[src/hw/agp_command_cfg.svh]
/*
  Constants of the port command register: offset, field positions, masks,
  reset values, code points and timing. Assumes a 100 MHz core clock.
*/
`ifndef AGP_COMMAND_CFG_SVH
`define AGP_COMMAND_CFG_SVH

// register map (byte address on the register bus)
`define AGP_CMD_OFFSET      32'h000000A8
// field positions
`define AGP_CAL_LSB         10
`define AGP_CAL_MSB         12
`define AGP_SBA_EN_BIT      9
`define AGP_PORT_EN_BIT     8
`define AGP_ABOVE4G_BIT     5
`define AGP_FW_EN_BIT       4
`define AGP_RATE_LSB        0
`define AGP_RATE_MSB        2
// writable bits; reserved and read-only bits stay zero
`define AGP_CMD_WR_MASK     32'h00001F17
// reset values per signaling mode
`define AGP_CMD_RESET_20    32'h00000000
`define AGP_CMD_RESET_30    32'h00000A00
// calibration period codes
`define AGP_CAL_4MS         3'h0
`define AGP_CAL_16MS        3'h1
`define AGP_CAL_64MS        3'h2
`define AGP_CAL_256MS       3'h3
`define AGP_CAL_NONE        3'h7
// transfer rate codes
`define AGP_RATE_CODE_B0    3'h1
`define AGP_RATE_CODE_B1    3'h2
`define AGP_RATE_CODE_B2    3'h4
// timing: shortest calibration period in ms, clock in kHz
`define AGP_CAL_BASE_MS     4
`define AGP_CLK_KHZ         100000
`define AGP_CAL_BASE_CYCLES (`AGP_CAL_BASE_MS * `AGP_CLK_KHZ)
// bus responses
`define AXI_RESP_OKAY       2'h0
`define AXI_RESP_DECERR     2'h3

`endif

[src/hw/agp_command_pkg.sv]
/*
  Types shared by the port command register and its calibration timer.
  Assumes the constants header is compiled alongside.
*/
package agp_command_pkg;

  // decoded transfer rate
  typedef enum logic [1:0] {
    RATE_1X      = 2'b00,
    RATE_4X      = 2'b01,
    RATE_8X      = 2'b10,
    RATE_INVALID = 2'b11
  } rate_type;

  // port configuration as seen by the datapath
  typedef struct packed {
    logic     port_enable;
    logic     sideband_enable;
    logic     fast_write_active;
    rate_type rate;
    logic     agp3_mode;
  } port_cfg_type;

endpackage : agp_command_pkg

[src/hw/agp_cal_timer.sv]
/*
  Periodic I/O calibration request timer.
  Assumes a period code from the command register and a run enable; the
  period is the base count times four to the power of codes 0 to 3.
*/
`timescale 1ns/1ps
`include "agp_command_cfg.svh"

module agp_cal_timer
  import agp_command_pkg::*;
#(
  parameter int unsigned UNIT_CYCLES = `AGP_CAL_BASE_CYCLES
) (
  input  wire logic       i_core_clk,
  input  wire logic       i_rst_n,
  input  wire logic       i_run,
  input  wire logic [2:0] i_code,
  output logic            o_cal_pulse
);

  // 256 ms needs 64 base units; refuse a base that overflows the counter
  generate
    if (UNIT_CYCLES < 1 || UNIT_CYCLES > 32'h03FFFFFF) begin : g_bad_unit
      $error("calibration base count out of range");
    end
  endgenerate

  logic [31:0] count_reg;
  logic [31:0] count_next;
  logic [2:0]  code_reg;
  logic [2:0]  code_next;
  logic        pulse_reg;
  logic        pulse_next;
  logic [31:0] period;
  logic        periodic;

  // period from code; reserved and no-calibration codes stop the timer
  always_comb begin
    periodic = 1'b1;
    period   = 32'(UNIT_CYCLES);
    case (i_code)
      `AGP_CAL_4MS:   period = 32'(UNIT_CYCLES);
      `AGP_CAL_16MS:  period = 32'(UNIT_CYCLES) << 2;
      `AGP_CAL_64MS:  period = 32'(UNIT_CYCLES) << 4;
      `AGP_CAL_256MS: period = 32'(UNIT_CYCLES) << 6;
      default:        periodic = 1'b0;
    endcase
  end

  // count up; restart whenever the code changes so a new period starts clean
  always_comb begin
    count_next = count_reg;
    code_next  = i_code;
    pulse_next = 1'b0;
    if (!i_run || !periodic || (i_code != code_reg)) begin
      count_next = 32'h00000000;
    end else if (count_reg >= period - 32'h00000001) begin
      count_next = 32'h00000000;
      pulse_next = 1'b1;
    end else begin
      count_next = count_reg + 32'h00000001;
    end
  end

  always_ff @(posedge i_core_clk or negedge i_rst_n) begin
    if (!i_rst_n) begin
      count_reg <= 32'h00000000;
      code_reg  <= `AGP_CAL_64MS;
      pulse_reg <= 1'b0;
    end else begin
      count_reg <= count_next;
      code_reg  <= code_next;
      pulse_reg <= pulse_next;
    end
  end

  assign o_cal_pulse = pulse_reg;

endmodule : agp_cal_timer

[src/hw/agp_command_control.sv]
/*
  Port command register behind an AXI4-Lite slave, with the acceptance
  gating of port operations and the calibration request timer.
  Assumes power_good and the reference comparator come from pins, and the
  operation strobes come from datapath logic on the same clock.
*/
// Operation
// - codes 000/001/010 give 4/16/64 ms
// - code 011 is 256 ms; 100-110 reserved
// - code 111 means no calibration cycles
// - sideband enable bit ignored in 3.0 mode
// - 3.0 signaling turns sideband addressing on
// - port disabled ignores all operations, sync too
// - accepted operations finish after port disable
// - 1X sideband command in flight still issued
// - enabled port takes pipe; sideband needs enable
// - above-4G enable is read-only zero
// - fast write off or 1X uses PCI
// - fast write on uses selected rate
// - 2.0 mode: 001 is 1X, 100 is 4X
// - 3.0 mode: 001 is 4X, 010 is 8X
// - reset value depends on signaling mode
// - mode latched at power good, 1 is 3.0
`timescale 1ns/1ps
`include "agp_command_cfg.svh"

module agp_command_control
  import agp_command_pkg::*;
#(
  parameter int unsigned CAL_UNIT_CYCLES = `AGP_CAL_BASE_CYCLES,
  parameter int unsigned MAX_PENDING     = 32
) (
  input  wire logic        i_core_clk,
  input  wire logic        i_rst_n,
  input  wire logic [31:0] i_s_axi_awaddr,
  input  wire logic        i_s_axi_awvalid,
  output logic             o_s_axi_awready,
  input  wire logic [31:0] i_s_axi_wdata,
  input  wire logic [3:0]  i_s_axi_wstrb,
  input  wire logic        i_s_axi_wvalid,
  output logic             o_s_axi_wready,
  output logic [1:0]       o_s_axi_bresp,
  output logic             o_s_axi_bvalid,
  input  wire logic        i_s_axi_bready,
  input  wire logic [31:0] i_s_axi_araddr,
  input  wire logic        i_s_axi_arvalid,
  output logic             o_s_axi_arready,
  output logic [31:0]      o_s_axi_rdata,
  output logic [1:0]       o_s_axi_rresp,
  output logic             o_s_axi_rvalid,
  input  wire logic        i_s_axi_rready,
  input  wire logic        i_power_good,
  input  wire logic        i_vref_agp3,
  input  wire logic        i_pipe_req,
  input  wire logic        i_sync_req,
  input  wire logic        i_sba_cmd_start,
  input  wire logic        i_sba_cmd_done,
  input  wire logic        i_op_done,
  output logic             o_pipe_accept,
  output logic             o_sync_accept,
  output logic             o_sba_cmd_issue,
  output logic             o_port_busy,
  output logic             o_cal_request,
  output port_cfg_type     o_port_cfg
);
  localparam int PW = $clog2(MAX_PENDING + 1);
  generate
    if (MAX_PENDING < 1 || MAX_PENDING > 255) begin : g_bad_pending
      $error("MAX_PENDING out of range");
    end
  endgenerate

  // transfer rate decode per signaling mode; any other code is invalid
  function automatic rate_type decode_rate(input logic [2:0] code, input logic mode3);
    if (!mode3) begin
      return (code == `AGP_RATE_CODE_B0) ? RATE_1X :
             (code == `AGP_RATE_CODE_B2) ? RATE_4X : RATE_INVALID;
    end
    return (code == `AGP_RATE_CODE_B0) ? RATE_4X :
           (code == `AGP_RATE_CODE_B1) ? RATE_8X : RATE_INVALID;
  endfunction : decode_rate

  // word-aligned decode of the one mapped register
  function automatic logic hit_cmd(input logic [31:0] addr);
    return {addr[31:2], 2'b00} == `AGP_CMD_OFFSET;
  endfunction : hit_cmd

  // byte-lane merge for a write
  function automatic logic [31:0] merge_write(input logic [31:0] old_val,
                                              input logic [31:0] data,
                                              input logic [3:0]  strb);
    logic [31:0] m;
    m = {{8{strb[3]}}, {8{strb[2]}}, {8{strb[1]}}, {8{strb[0]}}};
    return (old_val & ~m) | (data & m);
  endfunction : merge_write

  // pin synchronisers; first stage read only by the second
  logic pg_s1_reg, pg_s2_reg, pg_s3_reg;
  logic vr_s1_reg, vr_s2_reg;
  always_ff @(posedge i_core_clk or negedge i_rst_n) begin
    if (!i_rst_n) begin
      pg_s1_reg <= 1'b0;
      pg_s2_reg <= 1'b0;
      pg_s3_reg <= 1'b0;
      vr_s1_reg <= 1'b0;
      vr_s2_reg <= 1'b0;
    end else begin
      pg_s1_reg <= i_power_good;
      pg_s2_reg <= pg_s1_reg;
      pg_s3_reg <= pg_s2_reg;
      vr_s1_reg <= i_vref_agp3;
      vr_s2_reg <= vr_s1_reg;
    end
  end

  logic pg_rise;
  assign pg_rise = pg_s2_reg & ~pg_s3_reg;

  // register state, mode latch and bus handshake state
  logic [31:0] cmd_reg,     cmd_next;
  logic        mode3_reg,   mode3_next;
  logic        aw_got_reg,  aw_got_next;
  logic        w_got_reg,   w_got_next;
  logic [31:0] awaddr_reg,  awaddr_next;
  logic [31:0] wdata_reg,   wdata_next;
  logic [3:0]  wstrb_reg,   wstrb_next;
  logic        awready_reg, awready_next;
  logic        wready_reg,  wready_next;
  logic        bvalid_reg,  bvalid_next;
  logic [1:0]  bresp_reg,   bresp_next;
  logic        arready_reg, arready_next;
  logic        rvalid_reg,  rvalid_next;
  logic [1:0]  rresp_reg,   rresp_next;
  logic [31:0] rdata_reg,   rdata_next;

  // write path: address and data taken in either order, response after both
  always_comb begin
    cmd_next     = cmd_reg;
    mode3_next   = mode3_reg;
    aw_got_next  = aw_got_reg;
    w_got_next   = w_got_reg;
    awaddr_next  = awaddr_reg;
    wdata_next   = wdata_reg;
    wstrb_next   = wstrb_reg;
    bvalid_next  = bvalid_reg && !i_s_axi_bready;
    bresp_next   = bresp_reg;
    if (i_s_axi_awvalid && awready_reg) begin
      aw_got_next = 1'b1;
      awaddr_next = i_s_axi_awaddr;
    end
    if (i_s_axi_wvalid && wready_reg) begin
      w_got_next = 1'b1;
      wdata_next = i_s_axi_wdata;
      wstrb_next = i_s_axi_wstrb;
    end
    if (aw_got_reg && w_got_reg && !bvalid_reg) begin
      aw_got_next = 1'b0;
      w_got_next  = 1'b0;
      bvalid_next = 1'b1;
      if (hit_cmd(awaddr_reg)) begin
        bresp_next = `AXI_RESP_OKAY;
        cmd_next = merge_write(cmd_reg, wdata_reg, wstrb_reg) & `AGP_CMD_WR_MASK;
      end else begin
        bresp_next = `AXI_RESP_DECERR;
      end
    end
    if (pg_rise) begin
      mode3_next = vr_s2_reg;
      cmd_next   = vr_s2_reg ? `AGP_CMD_RESET_30 : `AGP_CMD_RESET_20;
    end
    awready_next = !aw_got_next && !bvalid_next;
    wready_next  = !w_got_next && !bvalid_next;
  end

  // read path: one read at a time, data registered with rvalid
  always_comb begin
    arready_next = arready_reg || (rvalid_reg && i_s_axi_rready);
    rvalid_next  = rvalid_reg && !i_s_axi_rready;
    rresp_next   = rresp_reg;
    rdata_next   = rdata_reg;
    if (i_s_axi_arvalid && arready_reg) begin
      arready_next = 1'b0;
      rvalid_next  = 1'b1;
      if (hit_cmd(i_s_axi_araddr)) begin
        rresp_next = `AXI_RESP_OKAY;
        rdata_next = cmd_reg;
      end else begin
        rresp_next = `AXI_RESP_DECERR;
        rdata_next = 32'h00000000;
      end
    end
  end

  always_ff @(posedge i_core_clk or negedge i_rst_n) begin
    if (!i_rst_n) begin
      cmd_reg     <= `AGP_CMD_RESET_20;
      mode3_reg   <= 1'b0;
      aw_got_reg  <= 1'b0;
      w_got_reg   <= 1'b0;
      awaddr_reg  <= 32'h00000000;
      wdata_reg   <= 32'h00000000;
      wstrb_reg   <= 4'h0;
      awready_reg <= 1'b1;
      wready_reg  <= 1'b1;
      bvalid_reg  <= 1'b0;
      bresp_reg   <= `AXI_RESP_OKAY;
      arready_reg <= 1'b1;
      rvalid_reg  <= 1'b0;
      rresp_reg   <= `AXI_RESP_OKAY;
      rdata_reg   <= 32'h00000000;
    end else begin
      cmd_reg     <= cmd_next;
      mode3_reg   <= mode3_next;
      aw_got_reg  <= aw_got_next;
      w_got_reg   <= w_got_next;
      awaddr_reg  <= awaddr_next;
      wdata_reg   <= wdata_next;
      wstrb_reg   <= wstrb_next;
      awready_reg <= awready_next;
      wready_reg  <= wready_next;
      bvalid_reg  <= bvalid_next;
      bresp_reg   <= bresp_next;
      arready_reg <= arready_next;
      rvalid_reg  <= rvalid_next;
      rresp_reg   <= rresp_next;
      rdata_reg   <= rdata_next;
    end
  end

  // decoded control used by the port logic below
  logic     port_en, sba_on;
  rate_type rate_now;
  assign port_en  = cmd_reg[`AGP_PORT_EN_BIT];
  assign sba_on   = mode3_reg | cmd_reg[`AGP_SBA_EN_BIT];
  assign rate_now = decode_rate(cmd_reg[`AGP_RATE_MSB:`AGP_RATE_LSB], mode3_reg);
  // operation acceptance and in-flight tracking
  logic          pipe_acc_reg,  pipe_acc_next;
  logic          sync_acc_reg,  sync_acc_next;
  logic          sba_live_reg,  sba_live_next;
  logic          sba_issue_reg, sba_issue_next;
  logic [PW-1:0] pend_reg,      pend_next;
  logic          busy_reg,      busy_next;
  port_cfg_type  cfg_reg,       cfg_next;
  always_comb begin
    pipe_acc_next = port_en && i_pipe_req && (pend_reg != PW'(MAX_PENDING));
    sync_acc_next = port_en && i_sync_req;
    sba_live_next = sba_live_reg;
    if (i_sba_cmd_start && port_en && sba_on) begin
      sba_live_next = 1'b1;
    end
    sba_issue_next = 1'b0;
    if (i_sba_cmd_done && (sba_live_reg || (i_sba_cmd_start && port_en && sba_on))) begin
      sba_issue_next = 1'b1;
      sba_live_next  = 1'b0;
    end
    pend_next = pend_reg;
    if (pipe_acc_next && !(i_op_done && pend_reg != '0)) begin
      pend_next = pend_reg + PW'(1);
    end else if (!pipe_acc_next && i_op_done && pend_reg != '0) begin
      pend_next = pend_reg - PW'(1);
    end
    busy_next = (pend_next != '0) || sba_live_next;
    cfg_next.port_enable     = port_en;
    cfg_next.sideband_enable = sba_on;
    cfg_next.rate            = rate_now;
    cfg_next.agp3_mode       = mode3_reg;
    // pci writes when off or 1X
    cfg_next.fast_write_active = cmd_reg[`AGP_FW_EN_BIT] &&
                                 (rate_now != RATE_1X) && (rate_now != RATE_INVALID);
  end
  always_ff @(posedge i_core_clk or negedge i_rst_n) begin
    if (!i_rst_n) begin
      pipe_acc_reg  <= 1'b0;
      sync_acc_reg  <= 1'b0;
      sba_live_reg  <= 1'b0;
      sba_issue_reg <= 1'b0;
      pend_reg      <= '0;
      busy_reg      <= 1'b0;
      cfg_reg       <= '{1'b0, 1'b0, 1'b0, RATE_INVALID, 1'b0};
    end else begin
      pipe_acc_reg  <= pipe_acc_next;
      sync_acc_reg  <= sync_acc_next;
      sba_live_reg  <= sba_live_next;
      sba_issue_reg <= sba_issue_next;
      pend_reg      <= pend_next;
      busy_reg      <= busy_next;
      cfg_reg       <= cfg_next;
    end
  end

  // calibration timer runs once the mode is latched
  // period codes
  agp_cal_timer #(.UNIT_CYCLES (CAL_UNIT_CYCLES)) u_cal_timer (
    .i_core_clk  (i_core_clk),
    .i_rst_n     (i_rst_n),
    .i_run       (pg_s3_reg),
    .i_code      (cmd_reg[`AGP_CAL_MSB:`AGP_CAL_LSB]),
    .o_cal_pulse (o_cal_request)
  );
  assign o_s_axi_awready = awready_reg;
  assign o_s_axi_wready  = wready_reg;
  assign o_s_axi_bvalid  = bvalid_reg;
  assign o_s_axi_bresp   = bresp_reg;
  assign o_s_axi_arready = arready_reg;
  assign o_s_axi_rvalid  = rvalid_reg;
  assign o_s_axi_rresp   = rresp_reg;
  assign o_s_axi_rdata   = rdata_reg;
  assign o_pipe_accept   = pipe_acc_reg;
  assign o_sync_accept   = sync_acc_reg;
  assign o_sba_cmd_issue = sba_issue_reg;
  assign o_port_busy     = busy_reg;
  assign o_port_cfg      = cfg_reg;
endmodule : agp_command_control

[config.mk]
export PLATFORM = sky130hd
export DESIGN_NAME = agp_command_control
export DESIGN_NICKNAME = d
export VERILOG_FILES = /design/src/hw/agp_command_pkg.sv /design/src/hw/agp_cal_timer.sv /design/src/hw/agp_command_control.sv
export VERILOG_INCLUDE_DIRS = /design/src /design/src/hw
export SDC_FILE = /design/constraint.sdc
export NUM_CORES = 1
export LEC_CHECK = 0
export ABC_AREA = 1
export BUFFER_PORTS_ARGS = -buffer_cell sky130_fd_sc_hd__buf_4
export CAP_MARGIN = 20
export CORE_UTILIZATION = 45
export DETAILED_ROUTE_END_ITERATION = 6
export GPL_TIMING_DRIVEN = 0
export PLACE_DENSITY = 0.82
export SLEW_MARGIN = 20
export SYNTH_ARGS = -nofsm -noshare
export SYNTH_HDL_FRONTEND = slang
export SYNTH_SLANG_ARGS = --single-unit
[constraint.sdc]
create_clock -name i_core_clk -period 2.6 [get_ports i_core_clk]
set_input_delay 0.52 -clock i_core_clk [delete_from_list [all_inputs] [get_ports i_core_clk]]
set_output_delay 0.52 -clock i_core_clk [all_outputs]
set_load 0.01 [all_outputs]
==> impl_metrics.py <==
metrics = {
    "outcome": {
        "status": "complete, but fails checks",
        "violations_in_the_final_reports": "DRC, setup timing",
    },
    "die": {
        "floorplan.rows": 43,
        "core_area_um2": 13800,
        "die_width_um": 121,
        "fp.dieH_um": 121,
        "initial_utilization": 0.461,
        "die_area_um2": 14600,
        "ioPinCount": 166,
    },
    "logic_synthesis": {
        "edff_count_synth": 0,
        "syn_area_per_cell_um2": 8.41,
        "warnings_synthesis": 0,
        "syn_inst": 758,
        "synth_fa_ha_area_frac": 0.0510,
        "synth_cell_type_count": 35,
        "synth_compound_area_frac": 0.0420,
        "syn_area_um2": 6380,
        "ys_async_sr_fraction": 1.00,
        "synth-main-ff-cell": "sky130_fd_sc_hd__dfrtp_1",
        "synth.ff_latch_count": 127,
        "post_synth_xor_area_fraction": 0.0398,
        "seq_area_frac_synth": 0.500,
        "synth_simple_gate_area_frac": 0.289,
        "synth.area.mux_share": 0,
        "synth_top_family_by_area": "simple AND/OR/NAND/NOR gates",
    },
    "global_route": {
        "grt_pass1_wl_mm": 24.7,
        "grt_start_max_net_pins": 75,
        "gr-total-overflow": 0,
        "via_count_of_the_first_global_routing_pass": 5373,
        "antenna_found_initial": 0,
        "grt_usage": 0.218,
    },
    "critical_path": {
        "wp_depth": 17,
        "critical_path.max_stage_delay_ns": 0.42,
        "critical_path_arrival_ns": 3.16,
        "critical-path-top-delay-family": "simple AND/OR/NAND/NOR gates",
        "critPathLaunch": "cmd_reg[12]",
        "critical_path.endpoint": "u_cal_timer.count_reg[15]",
        "crit_path_start_kind": "flop",
        "cp_buf_inv_count": 5,
        "critical_path_required_ns": 2.95,
        "r2r_setup_slack_ns": -0.21,
        "r2r_end": "u_cal_timer.count_reg[15]",
        "endpoint_kind": "flop",
        "timing_worst_setup_path_type": "reg -> reg",
        "critPathMaxFanout": 7,
        "cpMaxStageDelayCell": "sky130_fd_sc_hd__dfrtp_2",
        "reg2regPathDepth": 17,
        "cp_cell_sequence": "inv_2 > nand2_4 > nor2_4 > ha_4 > inv_2 > buf_4 > buf_4 > o21ai_2 > ha_4 > a21oi_2 > nor2_2 > nor3_2 > nand3_2 > nand2_2 > nand3_4 > buf_16 > nor2_4",
        "startpoint_of_the_worst_register_to_register_path": "cmd_reg[12]",
    },
    "route": {
        "dr.pass1.iters": 7,
        "wirelength_mm": 16.2,
        "avgRoutedWirePerCell_um": 14.3,
        "ant_nets": 0,
        "drt_drc_violations_left": 2,
        "detailroute.via_count": 5684,
        "dr.first_iter.drc_count": 315,
        "vias_per_cell": 5.01,
    },
    "placed_design": {
        "globalplace.congestion": 0.870,
        "dp.final_hpwl_mm": 10.2,
        "io_buffers": 113,
        "placed_cell_area_um2": 7590,
    },
    "final_layout": {
        "finish.net_count": 1081,
        "nFillCells": 1084,
        "design_area_um2": 8660,
        "drive_above_1_share": 0.286,
        "diodes": 0,
        "post-route-util": 0.626,
        "area.growth.synth_to_final_pct": 35.9,
        "largest_register_ff_count": 32,
    },
    "timing": {
        "final-hold-violation-count": 0,
        "worstMarginPinSlew_ns": 0.523,
        "period_share": 1.08,
        "finalSetupViolCount": 27,
        "report.final.slew_viol_count": 0,
        "fin_crit_ns": 2.81,
        "timing.final.ws_setup_ns": -0.209,
        "fin_skew_ns": 0.00670,
        "worst_slew_margin_rel": 0.651,
        "maxClockFrequency_mhz": 356,
        "rsz0062_at_grt": "true",
    },
    "clock_network": {
        "cts-root-to-sink-buffers": 2,
        "cts_root_buffer": "sky130_fd_sc_hd__clkbuf_16",
        "tritoncts_clock_tree": "yes",
        "cts_num_sinks": 127,
        "clock_latency_ns": 0.42,
        "tritoncts.num_buffers": 17,
        "clk_pin_slew_ns": 0.06,
        "cts.htree.levels": 4,
    },
    "worst_hold_path": {
        "hp-class": "in -> async",
    },
    "flow_run": {
        "max_cap_viol": 0,
    },
    "pwr": {
        "power_density_nw_per_um2": 802,
        "total_leakage_power_nw": 4.35,
        "vdd_ir_drop_max_uv": 424,
        "report.power.total_mw": 6.95,
    },
}
==> cells by family after synthesis <==
| group | count (synthesis) |
|---|---|
| XOR/XNOR | 29 |
| adder cells (fa/ha/maj) | 26 |
| flip-flops | 127 |
| AO/OA/AOI/OAI | 51 |
| buffers and inverters | 103 |
| AND/OR/NAND/NOR | 420 |
| other | 2 |
==> cell usage in the layout, fill, tap and decap left out, drive strengths merged, types with 14 or more instances in the layout <==
| cell type | Yosys | layout |
|---|---|---|
| buf | 28 | 165 |
| clkbuf | 8 | 25 |
| conb | 2 | 29 |
| dfrtp | 121 | 121 |
| ha | 26 | 26 |
| inv | 66 | 67 |
| nand2 | 239 | 239 |
| nand3 | 50 | 50 |
| nand4 | 14 | 14 |
| nor2 | 89 | 89 |
| nor3 | 18 | 18 |
| o21ai | 33 | 33 |
| xor2 | 17 | 17 |
==> worst min path at each step <==
stage	endpoint	slack, ns	cells past startpoint
global placement	vr_s2_reg	0.33	0
CTS	o_port_cfg[0]	0.07	1
detailed placement	pg_s2_reg	0.35	0
finish	o_port_cfg[3]	0.07	1
floorplan	asynchronous set/reset pin	0.22	0
global route	o_port_cfg[0]	0.09	1
==> what timing repair did <==
action / 4_1_cts / 5_1_grt
hold buffers: 0 / 0
endpoints found under the setup margin: 28 / 28
buffers inserted: 14 / 7
gates resized for setup: 39 / 31
pin swaps: 9 / 18
cloned: 2 / 0
==> where the power goes <==
| group | switching (mW) | internal (mW) | leakage [nW] | total [mW] |
|---|---|---|---|---|
| clock network | 0.888 | 1.69 | 0.305 | 2.58 |
| registers | 0.286 | 2.44 | 1.62 | 2.72 |
| logic | 0.990 | 0.653 | 2.43 | 1.64 |
| total | 2.16 | 4.79 | 4.35 | 6.95 |
==> cell type report <==
cell class	count	area, um^2	share of cell area
Timing Repair Buffer	137	1090	0.126
Tap cell	180	225	0.0260
Sequential cell	127	3190	0.368
Multi-Input combinational cell	555	3010	0.348
Buffer	36	248	0.0286
Clock buffer	17	425	0.0491
Clock inverter	15	218	0.0251
Inverter	67	251	0.0290
==> worst reg2reg max path: stages (launching register included) <==
cell and delay [ns]:
sky130_fd_sc_hd__dfrtp_2 0.42, sky130_fd_sc_hd__inv_2 0.09, sky130_fd_sc_hd__nand2_4 0.07, sky130_fd_sc_hd__nor2_4 0.18, sky130_fd_sc_hd__ha_4 0.18, sky130_fd_sc_hd__inv_2 0.04, sky130_fd_sc_hd__buf_4 0.12, sky130_fd_sc_hd__buf_4 0.12
sky130_fd_sc_hd__o21ai_2 0.18, sky130_fd_sc_hd__ha_4 0.24, sky130_fd_sc_hd__a21oi_2 0.13, sky130_fd_sc_hd__nor2_2 0.05, sky130_fd_sc_hd__nor3_2 0.18, sky130_fd_sc_hd__nand3_2 0.13, sky130_fd_sc_hd__nand2_2 0.11, sky130_fd_sc_hd__nand3_4 0.19
sky130_fd_sc_hd__buf_16 0.23, sky130_fd_sc_hd__nor2_4 0.10
==> synthesized netlist by cell type, types with 2 or more instances <==
cell type                  number  area share
sky130_fd_sc_hd__dfrtp_1      121        0.47
sky130_fd_sc_hd__nor2_1        78       0.046
sky130_fd_sc_hd__o21ai_0       33       0.026
sky130_fd_sc_hd__ha_1          26       0.051
sky130_fd_sc_hd__nor2_2         8      0.0078
sky130_fd_sc_hd__inv_1         64       0.038
sky130_fd_sc_hd__buf_6          2      0.0035
sky130_fd_sc_hd__nand3_2        6      0.0094
sky130_fd_sc_hd__nand2_1      232        0.14
sky130_fd_sc_hd__nor2_4         3      0.0053
sky130_fd_sc_hd__inv_2          2      0.0012
sky130_fd_sc_hd__xor2_1        17       0.023
sky130_fd_sc_hd__or2_2          3      0.0029
sky130_fd_sc_hd__conb_1         2      0.0012
sky130_fd_sc_hd__a21oi_1       13       0.010
sky130_fd_sc_hd__nand4_1       14       0.014
sky130_fd_sc_hd__buf_4         25       0.029
sky130_fd_sc_hd__xnor2_1       12       0.016
sky130_fd_sc_hd__nor4_1         6      0.0059
sky130_fd_sc_hd__clkbuf_1       8      0.0047
sky130_fd_sc_hd__nand2_2        5      0.0049
sky130_fd_sc_hd__nand3_1       43       0.034
sky130_fd_sc_hd__nand2_4        2      0.0035
sky130_fd_sc_hd__nor3_1        17       0.013
sky130_fd_sc_hd__dfstp_2        6       0.025
==> stage by stage <==
step | hold slack, ns | setup WS, ns | setup TNS [ns] | instances
floorplan | 0.224 | 0.0220 | 0 | 785
global placement | 0.333 | -0.330 | -7.77 | 1078
detailed placement | 0.348 | -0.427 | -10.01 | 1079
CTS | 0.0720 | -0.191 | -4.71 | 1127
global route | 0.0865 | -0.327 | -7.98 | 1134
finish | 0.0661 | -0.209 | -4.80 | 1134
==> metal layers <==
| layer | vias up | GRT usage | share of wire |
|---|---|---|---|
| met5 | - | 0 | 0 |
| met1 | 2662 | 0.258 | 0.39 |
| met4 | 0 | 0.0748 | 0.021 |
| met2 | 251 | 0.376 | 0.51 |
| li1 | 2741 | - | - |
| met3 | 30 | 0.0648 | 0.076 |
(Power assumes the default switching activity.)
